### config.mk
export PLATFORM = sky130hd
export DESIGN_NAME = gpb_bank_top
export DESIGN_NICKNAME = d
export VERILOG_FILES = /design/src/gpb_pkg.sv /design/src/gpb_bank_top.sv /design/src/gpb_pad_cell.sv
export SDC_FILE = /design/constraint.sdc
export NUM_CORES = 1
export LEC_CHECK = 0
export ABC_CLOCK_PERIOD_IN_PS = 16600
export BUFFER_PORTS_ARGS = -buffer_cell sky130_fd_sc_hd__buf_2
export CORE_MARGIN = 3
export CORE_UTILIZATION = 25
export DETAILED_ROUTE_END_ITERATION = 12
export PLACE_DENSITY = 0.41
export SETUP_SLACK_MARGIN = 0.15
export SYNTH_ARGS = -nofsm -noshare
export SYNTH_HDL_FRONTEND = slang
export SYNTH_SLANG_ARGS = --single-unit
export TNS_END_PERCENT = 30
### constraint.sdc
create_clock -name i_mclk -period 16.6 [get_ports i_mclk]
set_input_delay 0.83 -clock i_mclk [delete_from_list [all_inputs] [get_ports i_mclk]]
set_output_delay 0.83 -clock i_mclk [all_outputs]
set_load 0.05 [all_outputs]
### src/gpb_pkg.sv
// constants for the seven-port gpio register bank
// assumes a wishbone classic slave with 32-bit data and byte addresses
package gpb_pkg;

  // ==========================================================
  // sizes
  localparam int NUM_PORTS = 7;
  localparam int PORT_W = 8;
  localparam int NUM_PINS = NUM_PORTS * PORT_W;
  localparam int WB_ADR_W = 8;
  localparam int WB_DAT_W = 32;
  localparam int WB_SEL_W = 4;
  localparam int IDX_W = 5;

  // ==========================================================
  // address map: word index = module * 32 + register index
  localparam int WORD_LSB = 2;
  localparam int MOD_BIT = 7;
  localparam int IDX_LSB = 2;
  localparam int IDX_MSB = 6;
  // module select per port, bit p for port p
  localparam logic [NUM_PORTS-1:0] PORT_MOD = 7'h70;
  // register indices per port, entry p for port p
  localparam logic [NUM_PORTS-1:0][IDX_W-1:0] OUT_IDX =
    {5'h02, 5'h01, 5'h04, 5'h03, 5'h02, 5'h01, 5'h00};
  localparam logic [NUM_PORTS-1:0][IDX_W-1:0] LVL_IDX =
    {5'h0a, 5'h09, 5'h08, 5'h0b, 5'h0a, 5'h09, 5'h08};
  localparam logic [NUM_PORTS-1:0][IDX_W-1:0] DIR_IDX =
    {5'h12, 5'h11, 5'h10, 5'h13, 5'h12, 5'h11, 5'h10};

  // ==========================================================
  // field layout and reset values
  localparam logic [NUM_PORTS-1:0][PORT_W-1:0] DIR_MASK =
    {8'hff, 8'hff, 8'h3f, 8'hff, 8'hff, 8'hff, 8'hff};
  localparam logic [PORT_W-1:0] OUT_RST = 8'h00;
  localparam logic [PORT_W-1:0] DIR_RST = 8'h00;
  localparam logic [WB_DAT_W-1:0] RDAT_RST = 32'h0000_0000;

endpackage

### src/gpb_bank_top.sv
// seven-port gpio bank with a wishbone classic register slave
// assumes the pad ring outside turns o/oe/pullup into real pins
`timescale 1ns/1ns
module gpb_bank_top
  import gpb_pkg::*;
(
  input wire logic i_mclk,
  input wire logic i_rst,
  input wire logic i_wb_cyc,
  input wire logic i_wb_stb,
  input wire logic i_wb_we,
  input wire logic [gpb_pkg::WB_ADR_W-1:0] i_wb_adr,
  input wire logic [gpb_pkg::WB_SEL_W-1:0] i_wb_sel,
  input wire logic [gpb_pkg::WB_DAT_W-1:0] i_wb_dat,
  output logic [gpb_pkg::WB_DAT_W-1:0] o_wb_dat,
  output logic o_wb_ack,
  input wire logic [gpb_pkg::NUM_PINS-1:0] i_pad_i,
  output logic [gpb_pkg::NUM_PINS-1:0] o_pad_o,
  output logic [gpb_pkg::NUM_PINS-1:0] o_pad_oe,
  output logic [gpb_pkg::NUM_PINS-1:0] o_pad_pu
);

  // ==========================================================
  // bus decode
  logic ack_d, ack_q;
  logic req;
  logic wr;
  logic mod_sel;
  logic [IDX_W-1:0] idx;
  logic [NUM_PORTS-1:0] hit_out, hit_lvl, hit_dir;
  // unpacked so that each port's flops belong to their own process
  logic [PORT_W-1:0] out_q [NUM_PORTS];
  logic [PORT_W-1:0] dir_q [NUM_PORTS];
  logic [PORT_W-1:0] lvl [NUM_PORTS];

  // one access per ack; the ack_q term stops a double write
  assign req = i_wb_cyc & i_wb_stb & ~ack_q;
  assign wr = req & i_wb_we & i_wb_sel[0];
  assign mod_sel = i_wb_adr[MOD_BIT];
  assign idx = i_wb_adr[IDX_MSB:IDX_LSB];

  always_comb begin
    ack_d = req;
  end

  always_ff @(posedge i_mclk or posedge i_rst) begin
    if (i_rst) begin
      ack_q <= 1'b0;
    end else begin
      ack_q <= ack_d;
    end
  end

  assign o_wb_ack = ack_q;

  // ==========================================================
  // per-port registers and pads
  genvar p;
  generate
    for (p = 0; p < NUM_PORTS; p++) begin : g_port
      logic [PORT_W-1:0] out_d, dir_d;

      assign hit_out[p] = (mod_sel == PORT_MOD[p]) && (idx == OUT_IDX[p]);
      assign hit_lvl[p] = (mod_sel == PORT_MOD[p]) && (idx == LVL_IDX[p]);
      assign hit_dir[p] = (mod_sel == PORT_MOD[p]) && (idx == DIR_IDX[p]);

      always_comb begin
        out_d = out_q[p];
        dir_d = dir_q[p];
        // latch changes only on its own address, never on a direction write
        if (wr && hit_out[p]) begin
          out_d = i_wb_dat[PORT_W-1:0];
        end
        if (wr && hit_dir[p]) begin
          dir_d = i_wb_dat[PORT_W-1:0] & DIR_MASK[p];
        end
      end

      always_ff @(posedge i_mclk or posedge i_rst) begin
        if (i_rst) begin
          out_q[p] <= OUT_RST;
          dir_q[p] <= DIR_RST;
        end else begin
          out_q[p] <= out_d;
          dir_q[p] <= dir_d;
        end
      end

      gpb_pad_cell u_pad (
        .i_mclk(i_mclk),
        .i_rst(i_rst),
        .i_out_bits(out_q[p]),
        .i_dir_bits(dir_q[p]),
        .i_pad_i(i_pad_i[p*PORT_W +: PORT_W]),
        .o_pad_o(o_pad_o[p*PORT_W +: PORT_W]),
        .o_pad_oe(o_pad_oe[p*PORT_W +: PORT_W]),
        .o_pad_pu(o_pad_pu[p*PORT_W +: PORT_W]),
        .o_level(lvl[p])
      );
    end
  endgenerate

  // ==========================================================
  // read data
  // unmapped addresses still ack and read as zero
  logic [WB_DAT_W-1:0] rdat_d, rdat_q;

  always_comb begin
    rdat_d = rdat_q;
    if (req && !i_wb_we) begin
      rdat_d = '0;
      for (int k = 0; k < NUM_PORTS; k++) begin
        if (hit_out[k]) begin
          rdat_d[PORT_W-1:0] = out_q[k];
        end
        if (hit_lvl[k]) begin
          rdat_d[PORT_W-1:0] = lvl[k];
        end
        if (hit_dir[k]) begin
          rdat_d[PORT_W-1:0] = dir_q[k];
        end
      end
    end
  end

  always_ff @(posedge i_mclk or posedge i_rst) begin
    if (i_rst) begin
      rdat_q <= RDAT_RST;
    end else begin
      rdat_q <= rdat_d;
    end
  end

  assign o_wb_dat = rdat_q;

endmodule // gpb_bank_top

### src/gpb_pad_cell.sv
// pad control and input synchroniser for one 8-bit port
// assumes the pad ring resolves o/oe/pullup into the wire level
`timescale 1ns/1ns
module gpb_pad_cell
  import gpb_pkg::*;
(
  input wire logic i_mclk,
  input wire logic i_rst,
  input wire logic [gpb_pkg::PORT_W-1:0] i_out_bits,
  input wire logic [gpb_pkg::PORT_W-1:0] i_dir_bits,
  input wire logic [gpb_pkg::PORT_W-1:0] i_pad_i,
  output logic [gpb_pkg::PORT_W-1:0] o_pad_o,
  output logic [gpb_pkg::PORT_W-1:0] o_pad_oe,
  output logic [gpb_pkg::PORT_W-1:0] o_pad_pu,
  output logic [gpb_pkg::PORT_W-1:0] o_level
);

  // ==========================================================
  // drive state
  logic [PORT_W-1:0] o_d, o_q, oe_d, oe_q, pu_d, pu_q;

  always_comb begin
    o_d = i_out_bits;
    oe_d = i_dir_bits;
    pu_d = ~i_dir_bits & i_out_bits;
  end

  always_ff @(posedge i_mclk or posedge i_rst) begin
    if (i_rst) begin
      o_q <= OUT_RST;
      oe_q <= DIR_RST;
      pu_q <= OUT_RST;
    end else begin
      o_q <= o_d;
      oe_q <= oe_d;
      pu_q <= pu_d;
    end
  end

  assign o_pad_o = o_q;
  assign o_pad_oe = oe_q;
  assign o_pad_pu = pu_q;

  // ==========================================================
  // input synchroniser
  // first stage feeds only the second; pins are asynchronous to us
  logic [PORT_W-1:0] s1_d, s1_q, s2_d, s2_q;

  always_comb begin
    s1_d = i_pad_i;
    s2_d = s1_q;
  end

  always_ff @(posedge i_mclk or posedge i_rst) begin
    if (i_rst) begin
      s1_q <= '0;
      s2_q <= '0;
    end else begin
      s1_q <= s1_d;
      s2_q <= s2_d;
    end
  end

  assign o_level = s2_q;

endmodule // gpb_pad_cell

* Word-level counts from Yosys, hierarchy flattened
Cells that the tools add are included.
Word-level totals: register bits after elaboration 397, bits of input ports 105, output and inout port bits 201, word-level logic and storage cells 142
Operators by class: equal/unequal tests 12, muxes and demuxes 21, bitwise gates (word level) 20, reduce and logical (&&, ||, !) cells 38
Operator list (count):
- 8-bit 2-to-1 mux | 21
- 8-bit bitwise AND | 7
- 8-bit NOT | 6
- 1-bit logical AND | 36
- 5-bit by 4-bit == test with 1-bit output, second input constant | 4
- 5-bit == test, second input constant | 4
- 5-bit by 2-bit == test with 1-bit output, second input constant | 2
- 6-bit NOT with 8-bit output | 1
- 5-bit by 1-bit == test with 1-bit output, second input constant | 1
- 5-bit by 3-bit == test with 1-bit output, second input constant | 1
- 5-bit logical NOT | 1
- 1-bit bitwise AND | 4
- 1-bit NOT | 2
- 1-bit logical NOT | 1

* Depth between registers and ports, before layout
word-level depth 23, depth in mapped cells 10, gate-level depth less buffers 7

* Modules after synthesis
A second synthesis with hierarchy kept.
Second synthesis, totals: cells, all modules 933, area total of the unflattened synthesis 14266.2 µm²
Modules (own cells, without submodules):
- gpb_pad_cell | instances 7, cells an instance 49, area an instance 1114.8 µm², sequential area each 1001.0 µm²
- gpb_bank_top | instances 1, cells an instance 590, area an instance 6462.4 µm², sequential area each 2977.9 µm²

* Worst setup path before layout
Ideal clock, no wire load.
kind input port to flip-flop, from in i_wb_adr[5] in the netlist's numbering, to reg out_q[48] in the netlist's numbering, library setup time 0.125 ns, arrival 2.372 ns, required time 16.475 ns, slack 14.103 ns, stages 5, buffers on the path 2, cell sequence or4_1 clkbuf_1 buf_2 nor4_4 mux2_2
On the way: word-level cells in the longest chain between the ends 3
RTL lines:
- start, declared | RTL line gpb_bank_top.sv:12 | input wire logic [gpb_pkg::WB_ADR_W-1:0] i_wb_adr,
- 5-bit logical NOT | RTL line gpb_bank_top.sv:63 | assign hit_out[p] = (mod_sel == PORT_MOD[p]) && (idx == OUT_IDX[p]);
- 1-bit logical AND | RTL line gpb_bank_top.sv:63
- 1-bit logical AND | RTL line gpb_bank_top.sv:71 | if (wr && hit_out[p]) begin
- end signal, assigned by index | RTL line gpb_bank_top.sv:84 | out_q[p] <= out_d;
- end, declared | RTL line gpb_bank_top.sv:32 | logic [PORT_W-1:0] out_q [NUM_PORTS];
No other way between the ends. A chain may end at the register's enable or synchronous reset.

* Final worst setup path
from in i_wb_adr[2] in the netlist's numbering, to reg rdat_q[1], in the netlist o_wb_dat[1]
On the way: word-level cells in the longest chain between the ends 23, elaborated cells on any way between the ends 55, classes of those cells eq/ne (12); mux (21); reduce/logical (22)
RTL lines:
- 5-bit logical NOT | RTL line gpb_bank_top.sv:63
- 1-bit logical AND | RTL line gpb_bank_top.sv:63
- 8-bit 2-to-1 mux | RTL line gpb_bank_top.sv:113 | if (hit_out[k]) begin
- 8-bit 2-to-1 mux | RTL line gpb_bank_top.sv:116 | if (hit_lvl[k]) begin
- 8-bit 2-to-1 mux | RTL line gpb_bank_top.sv:119 | if (hit_dir[k]) begin
- 8-bit 2-to-1 mux | RTL line gpb_bank_top.sv:113
- 8-bit 2-to-1 mux | RTL line gpb_bank_top.sv:116
- 8-bit 2-to-1 mux | RTL line gpb_bank_top.sv:119
- [7 not listed]
- 8-bit 2-to-1 mux | RTL line gpb_bank_top.sv:116
- 8-bit 2-to-1 mux | RTL line gpb_bank_top.sv:119
- 8-bit 2-to-1 mux | RTL line gpb_bank_top.sv:113
- 8-bit 2-to-1 mux | RTL line gpb_bank_top.sv:116
- 8-bit 2-to-1 mux | RTL line gpb_bank_top.sv:119
- 8-bit 2-to-1 mux | RTL line gpb_bank_top.sv:113
- 8-bit 2-to-1 mux | RTL line gpb_bank_top.sv:116
- 8-bit 2-to-1 mux (*) | RTL line gpb_bank_top.sv:119
- end signal, assigned | RTL line gpb_bank_top.sv:130 | rdat_q <= rdat_d;
- end, declared | RTL line gpb_bank_top.sv:106 | logic [WB_DAT_W-1:0] rdat_d, rdat_q;
Every way passes the cells marked *; elsewhere a longest branch is shown, timed or not.

==> run metrics <==
status=finished clean; Layout Utilization=0.319; largest net degree at the start of global routing=127; Final period util=0.196; vias per cell=4.47; Min-Delay Path Class=flop to flop; mapped cell area=0.0138 sq mm; Num Clock Sinks=395; GR Overflow Total=0; register area share after synthesis=0.716; Mean Syn Cell Area=roughly 15 sq um; Routed Antenna Nets=0; CP peak stage delay=approximately 0.86 ns; CTS tree=done; Area Growth Syn to Fin=25.2%; crit-path cells=buf_2 > nor2b_1 > a32oi_1 > a31oi_1 > nor3_1 > a211oi_1 > o21ai_1 > a21oi_1; critical path data required time=approximately 17 ns; num rows=85; Async SR Flop Fraction=1.00; Setup TNS=0 ns; H-tree levels=2; fillcell total=around 5,500; measured slew at the worst slew-check pin=1.02 ns; DRT iter0 DRCs=464; hold_sp=g_port[1].u_pad.s1_q[3]; gr usage total=0.149; Clock power frac=0.468; Setup violations, final=0; Setup crit start kind=input pin; Worst Setup SP=i_wb_adr[2]; initial antenna violation count=8; # IOs=306; most frequent cells in the layout=dfrtp_1 (395), buf_2 (250), mux2_2 (110); synth warn=0; Post-CTS Hold Buffers=0; cell area after layout=between 0.015 and 0.02 sq mm; Slowest cell on crit path=nor2b_1; Post CTS Setup Buffer Count=0; Syn Inst Count=918; unrepaired setup endpoints after global routing=false; first drt pass iteration count=5; core area=~0.054 sq mm; Routed wire per std cell=22.5 um; fmax=307 MHz; overall power=0.00220 W; Vias=8,587; Max Cap Viol=0; Placed Area=0.0157 sq mm; first-pass GRT wire length=63,000 um; sequential share of power=0.462; die width=241 um; Final Hold Fails=0; dominant synthesized flop cell=dfrtp_1; die area=around 0.058 sq mm; port buffer count=250; PD cells=127 mW/mm^2; switching pwr=0.000542 W; Slew headroom=0.321; worst-path maximum fanout=18; Remaining DRCs=0; Seq cells post-synth=395; number of synthesized flops with an enable pin=0; Routed WL=43,300 um; final net count=1,294; Netlist cell types=54; Pint=0.00166 W; Worst VDD drop=just over 60 uV; commonest non-fill, non-tap cell in the layout=dfrtp_1; Comb power frac=0.070; sw frac=0.246; CTS resizes=0; final instance count without filler cells=1,921; clk_lat worst skew=0.57 ns; Worst-path clk slew=about 0.050 ns; fin crit period=between 3 and 4 ns; worst reg2reg startpoint=out_q[49]; clk buf depth=3; DP HPWL=31,400 um; placed cells=1,837; Setup Skew=roughly 0.019 ns; Lkg Pwr=8.79 nW; Setup CP Type=input pin to flop; root buf cell=clkbuf_16; pins over their slew limit=0; total clock buffers created by CTS=46; WP data arrival=roughly 3.7 ns; die height=around 240 um; Placer Congestion=0.784; layout cell share with drive strength beyond 1=0.389; vias in the first global route=8,939; Starting Density=0.255; crit path capture type=flop
==> worst max-delay path, delay by kind of cell <==
family	cells	cell delay (ns)
buffers and inverters	1	0.35
and+or+nand+nor	2	0.95
AOI/OAI and AO/OA	5	1.58
==> final timing paths <==
kind / endpoint / slack, ns / cells past startpoint
setup / recovery: o_wb_dat[1] / 13.34 / 8
hold / removal: g_port[1].u_pad.o_level[3] / 0.34 / 0
setup reg to reg: o_wb_dat[1] / 14.41 / 6
hold reg to reg: g_port[1].u_pad.o_level[3] / 0.34 / 0
max in group asynchronous: g_port[6].u_pad.o_pad_oe[0] / 13.84 / 4
min in group asynchronous: g_port[2].u_pad.o_pad_oe[4] / 0.39 / 2
==> cell usage after synthesis (3+ instances only) <==
cell,instances,area share
dfrtp_1,395,0.72
mux2_2,110,0.090
nor2b_1,57,0.026
nand2_1,36,0.0098
buf_4,33,0.018
nor2_1,24,0.0065
nand3_1,23,0.0083
nor3_1,19,0.0069
o221ai_1,19,0.012
a21oi_1,17,0.0062
a211oi_1,16,0.0087
o22ai_1,16,0.0072
clkbuf_1,14,0.0038
o21ai_0,14,0.0051
a221oi_1,13,0.0082
buf_2,13,0.0047
nor2_2,11,0.0050
a31oi_1,8,0.0036
a32oi_1,7,0.0044
a22o_1,6,0.0038
o211a_1,6,0.0043
o21ai_1,5,0.0018
nor4_4,4,0.0062
a22oi_1,3,0.0016
and3_1,3,0.0014
inv_1,3,0.00082
nand2b_1,3,0.0014
nand3b_1,3,0.0016
nand4_1,3,0.0014
o211ai_1,3,0.0016
==> final cells by class <==
class | instances | area, sq um | share of cell area
clock buffer | 64 | 1350 | 0.0780
sequential | 395 | 9880 | 0.571
multi-input combinational | 483 | 3630 | 0.210
inverter | 3 | 18.8 | 0.00108
timing repair buffer | 260 | 1330 | 0.0767
clock inverter | 19 | 215 | 0.0124
tap | 696 | 871 | 0.0503
antenna | 1 | 2.50 | 0.000145
==> flip-flops by register name (all words and copies together) (netlist names) <==
name and cells:
g_port.u_pad.o_pad_pu 54, g_port.u_pad.o_pad_oe 54, dir_q 54, g_port.u_pad.o_pad_o 56, out_q 56, o_wb_dat 8, o_wb_ack 1, g_port.u_pad.o_level 56
g_port.u_pad.s1_q 56
==> per-layer routing <==
metal | global-route usage | up-vias | wire (um)
met1 | 0.205 | 4427 | 19500
met4 | 0.0502 | 14 | 1330
met5 | 0 | - | 79
met3 | 0.0425 | 81 | 2760
met2 | 0.227 | 250 | 19600
li1 | - | 3815 | -
==> power groups by stage <==
stage	Combinational [W]	Clock (W)	Sequential, W
floorplan	0.0000661	0	0.00107
global placement	0.000158	0	0.00103
detailed placement	0.000159	0	0.00103
CTS	0.000159	0.00107	0.00102
global route	0.000167	0.00111	0.00102
finish	0.000155	0.00103	0.00102
==> cell families after synthesis <==
| group | Yosys count | share of synthesized area |
|---|---|---|
| other | 1 | 0.000271 |
| flip-flops | 395 | 0.716 |
| multiplexers | 110 | 0.0897 |
| buffers and inverters | 65 | 0.0284 |
| XOR/XNOR | 1 | 0.000634 |
| AND/OR/NAND/NOR | 203 | 0.0892 |
| AO/OA/AOI/OAI | 143 | 0.0763 |
==> stage by stage <==
| step | setup WS, ns | hold slack (ns) |
|---|---|---|
| 6_report | 13.34 | 0.344 |
| 5_1_grt | 13.10 | 0.324 |
| 4_1_cts | 13.31 | 0.315 |
| 3_5_place_dp | 12.69 | 0.335 |
| 3_3_place_gp | 12.76 | 0.334 |
| 2_1_floorplan | 4.79 | 0.331 |
Note: power is estimated with default switching activity, not from simulation.
